===== config.mk =====
export PLATFORM = sky130hd
export DESIGN_NAME = serial_eeprom_command_engine
export DESIGN_NICKNAME = d
export VERILOG_FILES = /design/src/include/eeprom_pkg.sv /design/src/hw/pin_sync.sv /design/src/hw/word_fifo.sv /design/src/hw/serial_eeprom_command_engine.sv
export SDC_FILE = /design/constraint.sdc
export NUM_CORES = 2
export LEC_CHECK = 0
export BUFFER_PORTS_ARGS = -buffer_cell sky130_fd_sc_hd__buf_2
export CAP_MARGIN = 10
export CORE_MARGIN = 3
export CORE_UTILIZATION = 37
export CTS_CLUSTER_DIAMETER = 200
export CTS_CLUSTER_SIZE = 10
export DETAILED_ROUTE_END_ITERATION = 6
export PLACE_DENSITY = 0.5
export RECOVER_POWER = 100
export REMOVE_ABC_BUFFERS = 1
export SETUP_SLACK_MARGIN = 0.1
export SLEW_MARGIN = 15
export SYNTH_ARGS = -nofsm -noshare
export SYNTH_HDL_FRONTEND = slang
export SYNTH_MEMORY_MAX_BITS = 65536
export SYNTH_SLANG_ARGS = --single-unit

===== constraint.sdc =====
create_clock -name clk -period 15.4 [get_ports clk]
set_input_delay 2.31 -clock clk [delete_from_list [all_inputs] [get_ports clk]]
set_output_delay 2.31 -clock clk [all_outputs]
set_load 0.02 [all_outputs]

===== src/include/eeprom_pkg.sv =====
// constants, types and carriers of the serial eeprom command engine
package eeprom_pkg;

  localparam int CLK_MHZ              = 25;
  localparam int CLK_PERIOD_NS        = 40;
  localparam int SELECT_LOW_TIME_NS   = 250;
  localparam int SELECT_LOW_CYCLES    = (SELECT_LOW_TIME_NS + CLK_PERIOD_NS - 1) / CLK_PERIOD_NS;
  localparam int PROG_TIME_US         = 6000;
  localparam int ERASE_ALL_TIME_US    = 6000;
  localparam int WRITE_ALL_TIME_US    = 15000;
  localparam int PROG_CYCLES          = PROG_TIME_US * CLK_MHZ;
  localparam int ERASE_ALL_CYCLES     = ERASE_ALL_TIME_US * CLK_MHZ;
  localparam int WRITE_ALL_CYCLES     = WRITE_ALL_TIME_US * CLK_MHZ;
  localparam int ADDR_W               = 9;
  localparam int WORD_W               = 8;
  localparam int FIFO_DEPTH           = 32;
  localparam int TIMER_W              = 24;

  localparam logic [1:0] OPC_EXT      = 2'h0;
  localparam logic [1:0] OPC_WRITE    = 2'h1;
  localparam logic [1:0] OPC_READ     = 2'h2;
  localparam logic [1:0] OPC_ERASE    = 2'h3;
  localparam logic [1:0] EXT_DISABLE  = 2'h0;
  localparam logic [1:0] EXT_WR_ALL   = 2'h1;
  localparam logic [1:0] EXT_ER_ALL   = 2'h2;
  localparam logic [1:0] EXT_ENABLE   = 2'h3;

  typedef enum logic [4:0] {
    ST_WAIT = 5'h01,
    ST_CMD  = 5'h02,
    ST_DATA = 5'h04,
    ST_READ = 5'h08,
    ST_DONE = 5'h10
  } frame_e;

  typedef enum logic [4:0] {
    PG_NONE      = 5'h01,
    PG_ERASE     = 5'h02,
    PG_WRITE     = 5'h04,
    PG_ERASE_ALL = 5'h08,
    PG_WRITE_ALL = 5'h10
  } prog_e;

  typedef struct packed {
    logic device_select;
    logic serial_clock;
    logic serial_in;
  } link_pins_s;

endpackage : eeprom_pkg


===== src/hw/pin_sync.sv =====
// two-flop synchroniser for pins arriving from outside the clock domain
module pin_sync #(
  parameter int WIDTH = 3
) (
  // clock and reset
  input  wire logic             clk,
  input  wire logic             reset,
  // pins
  input  wire logic [WIDTH-1:0] din,
  output logic      [WIDTH-1:0] dout
);

  logic [WIDTH-1:0] meta;

  always_ff @(posedge clk or posedge reset) begin
    if (reset) begin
      meta <= '0;
      dout <= '0;
    end else begin
      meta <= din;
      dout <= meta;
    end
  end

endmodule : pin_sync


===== src/hw/word_fifo.sv =====
// read-ahead fifo between the array and the serial shifter
module word_fifo #(
  parameter int WIDTH = 8,
  parameter int DEPTH = 32
) (
  // clock and reset
  input  wire logic             clk,
  input  wire logic             reset,
  input  wire logic             flush,
  // fill side
  input  wire logic             in_valid,
  output logic                  in_ready,
  input  wire logic [WIDTH-1:0] in_data,
  // drain side
  output logic                  out_valid,
  input  wire logic             out_ready,
  output logic      [WIDTH-1:0] out_data
);

  localparam int PW = $clog2(DEPTH);

  logic [WIDTH-1:0] mem [DEPTH];
  logic [PW:0]      wr_ptr;
  logic [PW:0]      rd_ptr;

  assign out_valid = wr_ptr != rd_ptr;
  assign in_ready  = (wr_ptr[PW-1:0] != rd_ptr[PW-1:0]) || (wr_ptr[PW] == rd_ptr[PW]);
  assign out_data  = mem[rd_ptr[PW-1:0]];

  always_ff @(posedge clk) begin
    if (in_valid && in_ready && !flush) begin
      mem[wr_ptr[PW-1:0]] <= in_data;
    end
  end

  // flush wins so a stale word never reaches a new read frame
  always_ff @(posedge clk or posedge reset) begin
    if (reset) begin
      wr_ptr <= '0;
      rd_ptr <= '0;
    end else if (flush) begin
      wr_ptr <= '0;
      rd_ptr <= '0;
    end else begin
      if (in_valid && in_ready) begin
        wr_ptr <= wr_ptr + 1'b1;
      end
      if (out_valid && out_ready) begin
        rd_ptr <= rd_ptr + 1'b1;
      end
    end
  end

endmodule : word_fifo


===== src/hw/serial_eeprom_command_engine.sv =====
// instruction engine of a three-wire serial eeprom with its array
module serial_eeprom_command_engine #(
  parameter int ADDR_W           = eeprom_pkg::ADDR_W,
  parameter int WORD_W           = eeprom_pkg::WORD_W,
  parameter int FIFO_DEPTH       = eeprom_pkg::FIFO_DEPTH,
  parameter int PROG_CYCLES      = eeprom_pkg::PROG_CYCLES,
  parameter int ERASE_ALL_CYCLES = eeprom_pkg::ERASE_ALL_CYCLES,
  parameter int WRITE_ALL_CYCLES = eeprom_pkg::WRITE_ALL_CYCLES
) (
  // clock and reset
  input  wire logic clk,
  input  wire logic reset,
  // serial link pins
  input  wire logic device_select,
  input  wire logic serial_clock,
  input  wire logic serial_in,
  output logic      serial_out,
  output logic      serial_out_oe
);

  localparam int DEPTH    = 2 ** ADDR_W;
  localparam int CMD_BITS = 2 + ADDR_W;
  localparam int TW       = eeprom_pkg::TIMER_W;

  typedef struct packed {
    eeprom_pkg::link_pins_s pins_d;
    eeprom_pkg::frame_e     frame;
    logic [7:0]             bit_cnt;
    logic [ADDR_W:0]        cmd_sh;
    logic [WORD_W-1:0]      data_sh;
    logic [WORD_W-1:0]      out_sh;
    logic [7:0]             out_left;
    logic                   dout;
    logic                   dout_oe;
    logic                   enabled;
    eeprom_pkg::prog_e      pending;
    logic [ADDR_W-1:0]      pend_addr;
    logic [WORD_W-1:0]      pend_data;
    logic                   busy;
    eeprom_pkg::prog_e      prog_op;
    logic [ADDR_W-1:0]      prog_addr;
    logic [WORD_W-1:0]      prog_data;
    logic [ADDR_W:0]        sweep;
    logic [TW-1:0]          timer;
    logic [7:0]             low_cnt;
    logic                   status_armed;
    logic                   status_show;
    logic [ADDR_W-1:0]      fetch_addr;
    logic                   fetch_on;
  } state_s;

  state_s                 s;
  state_s                 next_s;
  eeprom_pkg::link_pins_s pins;
  logic [2:0]             pins_raw;
  logic                   sclk_rise;
  logic                   cs_fall;
  logic                   cs_rise;
  logic                   is_all;
  logic                   sweep_done;
  logic                   mem_we;
  logic [ADDR_W-1:0]      mem_waddr;
  logic [WORD_W-1:0]      mem_wdata;
  logic [WORD_W-1:0]      mem [DEPTH];
  logic                   fifo_flush;
  logic                   fifo_in_ready;
  logic                   fifo_out_valid;
  logic                   fifo_pop;
  logic [WORD_W-1:0]      fifo_out_data;
  logic [ADDR_W+1:0]      cmd_word;
  logic [1:0]             ext;

  pin_sync #(.WIDTH(3)) u_sync (
    .clk   (clk),
    .reset (reset),
    .din   ({device_select, serial_clock, serial_in}),
    .dout  (pins_raw)
  );

  assign pins      = eeprom_pkg::link_pins_s'(pins_raw);
  assign sclk_rise = pins.serial_clock && !s.pins_d.serial_clock;
  assign cs_fall   = !pins.device_select && s.pins_d.device_select;
  assign cs_rise   = pins.device_select && !s.pins_d.device_select;
  assign cmd_word  = {s.cmd_sh, pins.serial_in};
  assign ext       = cmd_word[ADDR_W-1:ADDR_W-2];

  // whole-array cycles walk one word per clock, inside the timed window
  assign is_all     = s.prog_op inside {eeprom_pkg::PG_ERASE_ALL, eeprom_pkg::PG_WRITE_ALL};
  assign sweep_done = is_all ? (s.sweep == (ADDR_W+1)'(DEPTH)) : (s.sweep != '0);
  assign mem_we     = s.busy && !sweep_done;
  assign mem_waddr  = is_all ? s.sweep[ADDR_W-1:0] : s.prog_addr;
  assign mem_wdata  = (s.prog_op inside {eeprom_pkg::PG_ERASE, eeprom_pkg::PG_ERASE_ALL})
                      ? '1 : s.prog_data;

  // array holds no reset: it stands for nonvolatile storage
  always_ff @(posedge clk) begin
    if (mem_we) begin
      mem[mem_waddr] <= mem_wdata;
    end
  end

  word_fifo #(.WIDTH(WORD_W), .DEPTH(FIFO_DEPTH)) u_fifo (
    .clk       (clk),
    .reset     (reset),
    .flush     (fifo_flush),
    .in_valid  (s.fetch_on),
    .in_ready  (fifo_in_ready),
    .in_data   (mem[s.fetch_addr]),
    .out_valid (fifo_out_valid),
    .out_ready (fifo_pop),
    .out_data  (fifo_out_data)
  );

  always_comb begin
    next_s     = s;
    fifo_flush = 1'b0;
    fifo_pop   = 1'b0;
    next_s.pins_d = pins;

    // self-timed engine runs on clk alone
    if (s.busy) begin
      if (!sweep_done) begin
        next_s.sweep = s.sweep + 1'b1;
      end
      if (s.timer != '0) begin
        next_s.timer = s.timer - 1'b1;
      end else if (sweep_done) begin
        next_s.busy = 1'b0;
      end
    end

    // read-ahead stalls on a full fifo and wraps at the array end
    if (s.fetch_on && fifo_in_ready) begin
      next_s.fetch_addr = s.fetch_addr + 1'b1;
    end

    if (!pins.device_select) begin
      next_s.frame       = eeprom_pkg::ST_WAIT;
      next_s.dout_oe     = 1'b0;
      next_s.status_show = 1'b0;
      next_s.fetch_on    = 1'b0;
      next_s.pending     = eeprom_pkg::PG_NONE;
      fifo_flush         = 1'b1;
      if (s.low_cnt != 8'hff) begin
        next_s.low_cnt = s.low_cnt + 1'b1;
      end
      // deselect commits a fully clocked programming frame
      if (cs_fall && s.frame == eeprom_pkg::ST_DONE && s.enabled && !s.busy
          && s.pending != eeprom_pkg::PG_NONE) begin
        next_s.busy         = 1'b1;
        next_s.prog_op      = s.pending;
        next_s.prog_addr    = s.pend_addr;
        next_s.prog_data    = s.pend_data;
        next_s.sweep        = '0;
        next_s.status_armed = 1'b1;
        unique case (s.pending)
          eeprom_pkg::PG_ERASE_ALL: next_s.timer = TW'(ERASE_ALL_CYCLES);
          eeprom_pkg::PG_WRITE_ALL: next_s.timer = TW'(WRITE_ALL_CYCLES);
          default:                  next_s.timer = TW'(PROG_CYCLES);
        endcase
      end
    end else begin
      next_s.low_cnt = '0;
      if (cs_rise && s.status_armed
          && s.low_cnt >= 8'(eeprom_pkg::SELECT_LOW_CYCLES)) begin
        next_s.status_show = 1'b1;
      end
      if (sclk_rise) begin
        unique case (s.frame)
          eeprom_pkg::ST_WAIT: begin
            // no new frame while programming: status keeps the pin
            if (pins.serial_in && !s.busy) begin
              next_s.frame        = eeprom_pkg::ST_CMD;
              next_s.bit_cnt      = '0;
              next_s.status_armed = 1'b0;
              next_s.status_show  = 1'b0;
              next_s.dout_oe      = 1'b0;
            end
          end
          eeprom_pkg::ST_CMD: begin
            next_s.cmd_sh    = cmd_word[ADDR_W:0];
            next_s.bit_cnt   = s.bit_cnt + 1'b1;
            next_s.pend_addr = cmd_word[ADDR_W-1:0];
            if (s.bit_cnt == 8'(CMD_BITS - 1)) begin
              next_s.frame   = eeprom_pkg::ST_DONE;
              next_s.bit_cnt = '0;
              unique case (cmd_word[ADDR_W+1:ADDR_W])
                eeprom_pkg::OPC_READ: begin
                  next_s.frame      = eeprom_pkg::ST_READ;
                  next_s.dout       = 1'b0;
                  next_s.dout_oe    = 1'b1;
                  next_s.out_left   = '0;
                  next_s.fetch_addr = cmd_word[ADDR_W-1:0];
                  next_s.fetch_on   = 1'b1;
                  fifo_flush        = 1'b1;
                end
                eeprom_pkg::OPC_WRITE: begin
                  next_s.frame   = eeprom_pkg::ST_DATA;
                  next_s.pending = eeprom_pkg::PG_WRITE;
                end
                eeprom_pkg::OPC_ERASE: next_s.pending = eeprom_pkg::PG_ERASE;
                eeprom_pkg::OPC_EXT: begin
                  unique case (ext)
                    eeprom_pkg::EXT_ENABLE:  next_s.enabled = 1'b1;
                    eeprom_pkg::EXT_DISABLE: next_s.enabled = 1'b0;
                    eeprom_pkg::EXT_ER_ALL:  next_s.pending = eeprom_pkg::PG_ERASE_ALL;
                    eeprom_pkg::EXT_WR_ALL: begin
                      next_s.frame   = eeprom_pkg::ST_DATA;
                      next_s.pending = eeprom_pkg::PG_WRITE_ALL;
                    end
                  endcase
                end
              endcase
            end
          end
          eeprom_pkg::ST_DATA: begin
            next_s.data_sh   = {s.data_sh[WORD_W-2:0], pins.serial_in};
            next_s.pend_data = {s.data_sh[WORD_W-2:0], pins.serial_in};
            next_s.bit_cnt   = s.bit_cnt + 1'b1;
            if (s.bit_cnt == 8'(WORD_W - 1)) begin
              next_s.frame = eeprom_pkg::ST_DONE;
            end
          end
          eeprom_pkg::ST_READ: begin
            if (s.out_left == '0) begin
              fifo_pop        = 1'b1;
              next_s.dout     = fifo_out_data[WORD_W-1];
              next_s.out_sh   = {fifo_out_data[WORD_W-2:0], 1'b0};
              next_s.out_left = 8'(WORD_W - 1);
            end else begin
              next_s.dout     = s.out_sh[WORD_W-1];
              next_s.out_sh   = {s.out_sh[WORD_W-2:0], 1'b0};
              next_s.out_left = s.out_left - 1'b1;
            end
          end
          eeprom_pkg::ST_DONE: begin
            next_s.frame = eeprom_pkg::ST_DONE;
          end
        endcase
      end
    end

    // status owns the pin until deselect or the next start bit
    if (next_s.status_show) begin
      next_s.dout    = !next_s.busy;
      next_s.dout_oe = 1'b1;
    end
  end

  always_ff @(posedge clk or posedge reset) begin
    if (reset) begin
      s         <= '0;
      s.frame   <= eeprom_pkg::ST_WAIT;
      s.pending <= eeprom_pkg::PG_NONE;
      s.prog_op <= eeprom_pkg::PG_NONE;
      s.enabled <= 1'b0;
    end else begin
      s <= next_s;
    end
  end

  assign serial_out    = s.dout;
  assign serial_out_oe = s.dout_oe;
endmodule : serial_eeprom_command_engine


# ---- After elaboration in Yosys (flattened, before gate mapping)
# Memories as Yosys holds them, arrays and structs flattened.
# Index checks and enable logic that the tools add are counted.
dict set report op_classes {
  n_eq_ne 45
  n_addsub 8
  bitwise_logic 1
  reduce_logical 52
  magnitude_cmp 1
  muxes 69
}
# op n
set op_table {}
lappend op_table {{57-bit 2-to-1 mux} 2}
lappend op_table {{72-bit 2-to-1 mux} 1}
lappend op_table {{10-bit 2-to-1 mux} 7}
lappend op_table {{34-bit 2-to-1 mux} 1}
lappend op_table {{8-bit 2-to-1 mux} 4}
lappend op_table {{5-bit one-hot mux with 3 select lines} 2}
lappend op_table {{9-bit 2-to-1 mux} 3}
lappend op_table {{13-bit 2-to-1 mux} 2}
lappend op_table {{5-bit AND reduction} 5}
lappend op_table {{1-bit 2-to-1 mux} 24}
lappend op_table {{24-bit 2-to-1 mux} 1}
lappend op_table {{6-bit 2-to-1 mux} 4}
lappend op_table {{4-bit inequality test (second input constant)} 6}
lappend op_table {{8-bit one-hot mux with 3 select lines} 1}
lappend op_table {{24-bit nonzero test} 1}
lappend op_table {{24-bit by 1-bit subtractor with 24-bit output (second input constant)} 1}
lappend op_table {{5-bit 2-to-1 mux} 4}
lappend op_table {{5-bit one-hot mux with 4 select lines} 1}
lappend op_table {{2-bit nonzero test} 10}
lappend op_table {{19-bit 2-to-1 mux} 1}
lappend op_table {{9-bit one-hot mux with 2 select lines} 1}
lappend op_table {{17-bit 2-to-1 mux} 1}
lappend op_table {{8-bit by 1-bit adder with 8-bit output (second input constant)} 2}
lappend op_table {{16-bit 2-to-1 mux} 1}
lappend op_table {{other kinds (42)} 90}
dict set report word_totals {
  ff_bits 161
  memories 2
  in_bits 5
  out_inout_bits 2
  ram_bits 4352
}
# name depth width rd rd_ports_with_merged_regs wr line
set mem_list {}
lappend mem_list {mem 512 8 1 0 1 serial_eeprom_command_engine.sv:64} ;# logic [WORD_W-1:0] mem [DEPTH];
lappend mem_list {u_fifo.mem 32 8 1 0 1 word_fifo.sv:22} ;# logic [WIDTH-1:0] mem [DEPTH];

# ---- Logic depth before layout (Yosys ltp)
dict set report logic_depth {
  depth_word 11
  mapped_depth 14
  ltp_nobuf 9
}

# ---- Hierarchy
# Synthesis repeated with hierarchy kept, for this count alone.
dict set report unflattened {
  hier_cells 8628
  area_unflattened_um2 176392.9
}
# module area_each_um2 instances cells_each seq_area_each_um2
set by_module_without_submodules {}
lappend by_module_without_submodules {serial_eeprom_command_engine 165601.3 1 8130 126329.9}
lappend by_module_without_submodules {word_fifo 10637.7 1 491 7987.7}
lappend by_module_without_submodules {pin_sync 153.9 1 7 150.1}

# ---- Worst setup path after synthesis
# Ideal clock, no wire load.
dict set report synth_path {
  kind {register to register}
  startpoint {register s[74] (netlist bit)}
  endpoint {memory mem[0][0], data pin}
  period_less_slack_ps 9113
  stages_incl_launch_ff 4
  path_buffers 0
  t_arrival_ps 7516
  path_slack_ps 6287
  cell_sequence {dfrtp_1 > xnor2_1 > or4_1 > nand2b_1}
}
dict set report synth_between {
  elab_chain_len 3
}
# item line
set synth_lines {}
lappend synth_lines {{from (decl)} serial_eeprom_command_engine.sv:52} ;# state_s s;
lappend synth_lines {{from (signal assigned)} serial_eeprom_command_engine.sv:258} ;# s <= next_s;
lappend synth_lines {{5-bit by 2-bit == test with 1-bit output or 5-bit by 4-bit == test with 1-bit output (tied branches)} serial_eeprom_command_engine.sv:92} ;# assign mem_wdata = (s.prog_op inside {eeprom_pkg::PG_ERASE, eeprom_pkg::PG_ERASE_ALL})
lappend synth_lines {{2-bit nonzero test *} serial_eeprom_command_engine.sv:92}
lappend synth_lines {{8-bit 2-to-1 mux *} serial_eeprom_command_engine.sv:93} ;# ? '1 : s.prog_data;
lappend synth_lines {{via mem_wdata[0]} serial_eeprom_command_engine.sv:63} ;# logic [WORD_W-1:0] mem_wdata;
lappend synth_lines {{to (decl)} serial_eeprom_command_engine.sv:64}
# The timed path passes the listed nets; every way through them passes the cells marked *.

# ---- Worst setup path in the final report
dict set report layout_path {
  startpoint {register s[1] (netlist bit)}
  endpoint {memory u_fifo.mem[30][5], data pin}
}
dict set report layout_between {
  elab_chain_len 1
}
# item line
set layout_lines {}
lappend layout_lines {{memory read 512 x 8 bit} -}
lappend layout_lines {{via u_fifo.in_data[5]} word_fifo.sv:13} ;# input wire logic [WIDTH-1:0] in_data,
lappend layout_lines {{to (decl)} word_fifo.sv:22}
# The timed path passes the listed nets, and every way through them passes these cells.

==> metrics.txt <==
number of synthesis warnings=0; die extent in y=697 um; leading post-synthesis cells by instance count=4352 x sky130_fd_sc_hd__edfxtp_1, 1044 x sky130_fd_sc_hd__mux4_2, 687 x sky130_fd_sc_hd__nor2_1; maximum buffer depth of the clock tree=4; Slew Viols, Final=3483; fraction of power spent switching nets=19.5%; wire length of the first global-routing pass=724 mm; CTS Hold Bufs=0; crit path kind=reg -> reg; total wirelength of the detailed-routed design=520 mm; RSZ-0062 raised after global routing=no; non-filler cells, final=15300; Tmin final=10.37 ns; DP HPWL=308 mm; gate family responsible for the most delay along the worst path=compound AO/OA/AOI/OAI gates; Worst-path clk slew=0.06 ns; DIE WIDTH=697 um; Yosys top cell by area=sky130_fd_sc_hd__edfxtp_1; critical path's most frequent cell=sky130_fd_sc_hd__buf_12; detailed-route via count=88600; most frequent cell after synthesis=sky130_fd_sc_hd__edfxtp_1; gate count of the mapped netlist=8554; clock tree from TritonCTS=yes; most used flip-flop cell after synthesis=sky130_fd_sc_hd__edfxtp_1; placed cell count=14600; power share of the clock group=45.1%; violations in the final reports=capacitance limit, slew limit; Total Neg Setup Slack=0 ns; busiest layer in global routing=met2; met1 track demand over resource=29.8%; cell types with the largest area share after synthesis=sky130_fd_sc_hd__edfxtp_1 74%, sky130_fd_sc_hd__mux4_2 13%, sky130_fd_sc_hd__mux2i_1 2.2%; clock sink count=4503; transition time of the tightest slew-check pin=4.62 ns; GRT Resource Usage Total=21.2%; root cell of the clock tree=sky130_fd_sc_hd__clkbuf_16; data arrival at the endpoint of the critical path=10.76 ns; number of violations reported at the end of detailed-routing iteration 0=10300; RD Place Congestion=0.811; endpoints failing setup=0; Clock H-tree levels=6; slowest cell on the critical path=sky130_fd_sc_hd__a2bb2oi_1; fin area=198000 um2; post-route fraction of the period consumed by the critical path=67.3%; source of the worst hold timing path=u_sync.meta[2]$_DFF_PP0_; per-cell via count in the routed design=5.80; mean instance size in the synthesized netlist=20.6 um2; Logic pwr share=0.1%; clock skew=0.0366 ns; number of top-level pins=7; endpoint kind of the worst setup timing path=register; drt pass-1 iters=5; Synth cell types=80; top cell type's share of synthesized area=74.0%; Die Footprint=486000 um2; critical path, cell by cell=clkbuf_1 -> buf_12 -> buf_12 -> mux4_2 -> mux2i_1 -> mux2_1 -> a221oi_1 -> nor3_1 -> a311oi_1 -> a2bb2oi_1; number of standard-cell rows in the floorplan=253; number of gates given a new drive strength after cts=0; layout cell share with drive strength beyond 1=21.1%; slowest stage delay, CP=2.25 ns; number of buffers added by the clock tree synthesis step=520; power share of the sequential group=54.8%; final count of hold timing violations=0; routed length per instance=34.1 um; setup fix buffers added after clock tree synthesis=0; required time of the critical path=15.79 ns; cell area after synthesis=177000 um2; initial antenna violation count=37; Post-synth ARST share=3.35%; crit path launch=s[1]$_DFF_PP0_; largest net degree at the start of global routing=202; relative slew slack=-208%; crit path launch type=register; global-route track usage on met3=4.15%; total power divided by cell area=122 nW/um2; met2 Usage GRT=33.2%; leak pwr=47.9 nW; IO buf count=6; peak ir drop on the vdd network=0.000117 V; largest fanout on the critical path=85; reg-to-reg critical path startpoint=s[1]$_DFF_PP0_; number of global-route vias before repair=89700; buffering stage count on the worst path with inverters included=3; remaining design rule violation count=0; Post-layout nets=8816; Seq/Total Area, Yosys=76.2%; type of the worst min-delay path=reg -> reg; total cell area at the placement stage=184000 um2; internal power of the cells=19.4 mW; number of synthesized register bits=4503; Layout Area Growth over Synthesis=12.0%; total global routing overflow=0; max-cap viol count=76; Post-DRT Antenna Nets=0; source-to-sink clock delay at the later pin of the worst-skew pair=1.03 ns; power after layout=24.1 mW; Core Area=475000 um2; Fmax achieved=96.5 MHz; net switching power of the design=4.71 mW; initial core utilization=37.2%; status=finished, violations left; count of flip-flops with a built-in enable after synthesis=4352
## worst register-to-register path: stages (launching register included)
cell	delay, ns
sky130_fd_sc_hd__dfrtp_1	1.36
sky130_fd_sc_hd__clkbuf_1	2.21
sky130_fd_sc_hd__buf_12	0.57
sky130_fd_sc_hd__buf_12	0.79
sky130_fd_sc_hd__mux4_2	0.47
sky130_fd_sc_hd__mux2i_1	0.11
sky130_fd_sc_hd__mux2_1	0.40
sky130_fd_sc_hd__a221oi_1	0.85
sky130_fd_sc_hd__nor3_1	0.18
sky130_fd_sc_hd__a311oi_1	0.48
sky130_fd_sc_hd__a2bb2oi_1	2.25
## sequential cells by signal, indices dropped and copies added (netlist names)
| register | count |
|---|---|
| cmd_word | 10 |
| u_fifo.rd_ptr | 6 |
| serial_out_oe | 1 |
| u_fifo.mem | 256 |
| u_sync.meta | 3 |
| serial_out | 1 |
| s | 121 |
| u_sync.dout | 3 |
| mem | 4096 |
| u_fifo.wr_ptr | 6 |
## routing by layer
metal | part of all wire (%) | vias to the layer above | routed length [um]
met1 | 42 | 48300 | 218000
li1 | - | 35700 | -
met3 | 7.9 | 825 | 41000
met5 | 0.012 | - | 62
met2 | 47 | 3787 | 243000
met4 | 3.5 | 10 | 18000
## metrics by stage
| step | worst slack [ns] | utilization, % | hold WS, ns |
|---|---|---|---|
| after floorplan | -32.57 | - | 0.331 |
| after global placement | 7.99 | 38.7 | 0.335 |
| after detailed placement | 8.53 | 38.7 | 0.335 |
| after CTS | 8.52 | 41.7 | 0.348 |
| after global routing | 4.17 | 41.6 | 0.359 |
| final | 5.03 | 41.6 | 0.345 |
## cell families (layout without fill, tap and decap cells)
family	after synthesis	count (layout)	synth area share [%]
DFF	4503	4503	76.2
muxes	1479	1479	15.9
and+or+nand+nor	1223	1223	2.96
AOI/OAI and AO/OA	719	719	2.78
buffers and inverters	549	872	1.76
xor gates and xnor gates	61	61	0.303
adders and majority gates	20	20	0.142
other	0	24	0
## cell usage in the layout, fill, tap and decap left out, types with 12 or more instances in the layout
cell | netlist | routed
sky130_fd_sc_hd__ha_1 | 20 | 20
sky130_fd_sc_hd__o211ai_1 | 26 | 26
sky130_fd_sc_hd__clkbuf_16 | 0 | 536
sky130_fd_sc_hd__xnor2_1 | 37 | 37
sky130_fd_sc_hd__a31oi_1 | 23 | 22
sky130_fd_sc_hd__xor2_1 | 24 | 24
sky130_fd_sc_hd__dfrtp_1 | 148 | 139
sky130_fd_sc_hd__a2bb2oi_1 | 12 | 12
sky130_fd_sc_hd__edfxtp_1 | 4352 | 4352
sky130_fd_sc_hd__o221ai_1 | 41 | 41
sky130_fd_sc_hd__mux4_2 | 1044 | 1044
sky130_fd_sc_hd__inv_1 | 34 | 31
sky130_fd_sc_hd__buf_4 | 52 | 134
sky130_fd_sc_hd__mux2_2 | 40 | 38
sky130_fd_sc_hd__nand3b_1 | 13 | 13
sky130_fd_sc_hd__buf_12 | 14 | 19
sky130_fd_sc_hd__a221oi_1 | 72 | 72
sky130_fd_sc_hd__o21ai_0 | 137 | 133
sky130_fd_sc_hd__diode_2 | 0 | 24
sky130_fd_sc_hd__clkinv_8 | 0 | 14
sky130_fd_sc_hd__nor3_1 | 36 | 35
sky130_fd_sc_hd__nand2_1 | 267 | 265
sky130_fd_sc_hd__nand2b_1 | 29 | 29
sky130_fd_sc_hd__inv_6 | 0 | 21
sky130_fd_sc_hd__o22ai_1 | 48 | 48
sky130_fd_sc_hd__or3_1 | 19 | 19
sky130_fd_sc_hd__nand4_1 | 18 | 18
sky130_fd_sc_hd__nor2_1 | 687 | 680
sky130_fd_sc_hd__nand3_1 | 57 | 57
sky130_fd_sc_hd__a22oi_1 | 75 | 75
sky130_fd_sc_hd__clkbuf_1 | 228 | 99
sky130_fd_sc_hd__a21oi_1 | 139 | 139
sky130_fd_sc_hd__nor4_1 | 19 | 18
sky130_fd_sc_hd__a211oi_1 | 26 | 25
sky130_fd_sc_hd__mux2i_1 | 386 | 384
## power by group through the flow
stage	sequential (mW)	clock, mW	combinational (mW)
3_3_place_gp	13.5	0	0.0185
4_1_cts	13.2	11.1	0.0191
2_1_floorplan	13.5	0	0.0119
6_report	13.2	10.9	0.0176
3_5_place_dp	13.5	0	0.0191
5_1_grt	13.2	11.6	0.0210
## path summary, 6_finish.rpt
| path | end | slack [ns] | depth (start not counted) |
|---|---|---|---|
| setup / recovery | u_fifo.mem[30][5]$_DFFE_PP_ | 5.03 | 10 |
| hold / removal | u_sync.dout[2]$_DFF_PP0_ | 0.35 | 0 |
| setup reg to reg | u_fifo.mem[30][5]$_DFFE_PP_ | 5.03 | 10 |
| hold reg to reg | u_sync.dout[2]$_DFF_PP0_ | 0.35 | 0 |
| max in group asynchronous | s[2]$_DFF_PP0_ | 7.58 | 3 |
| min in group asynchronous | s[30]$_DFF_PP0_ | 2.27 | 2 |
## final cells by class
type,instances,area (um2)
clock buffer,564,13500
timing repair buffer,228,1680
antenna,24,60.1
multi-input combinational,3502,39200
sequential,4503,134000
clock inverter,44,653
inverter,36,156
fill,41300,277000
tap,6375,7980
No activity file was read; power rests on OpenSTA's default activity.
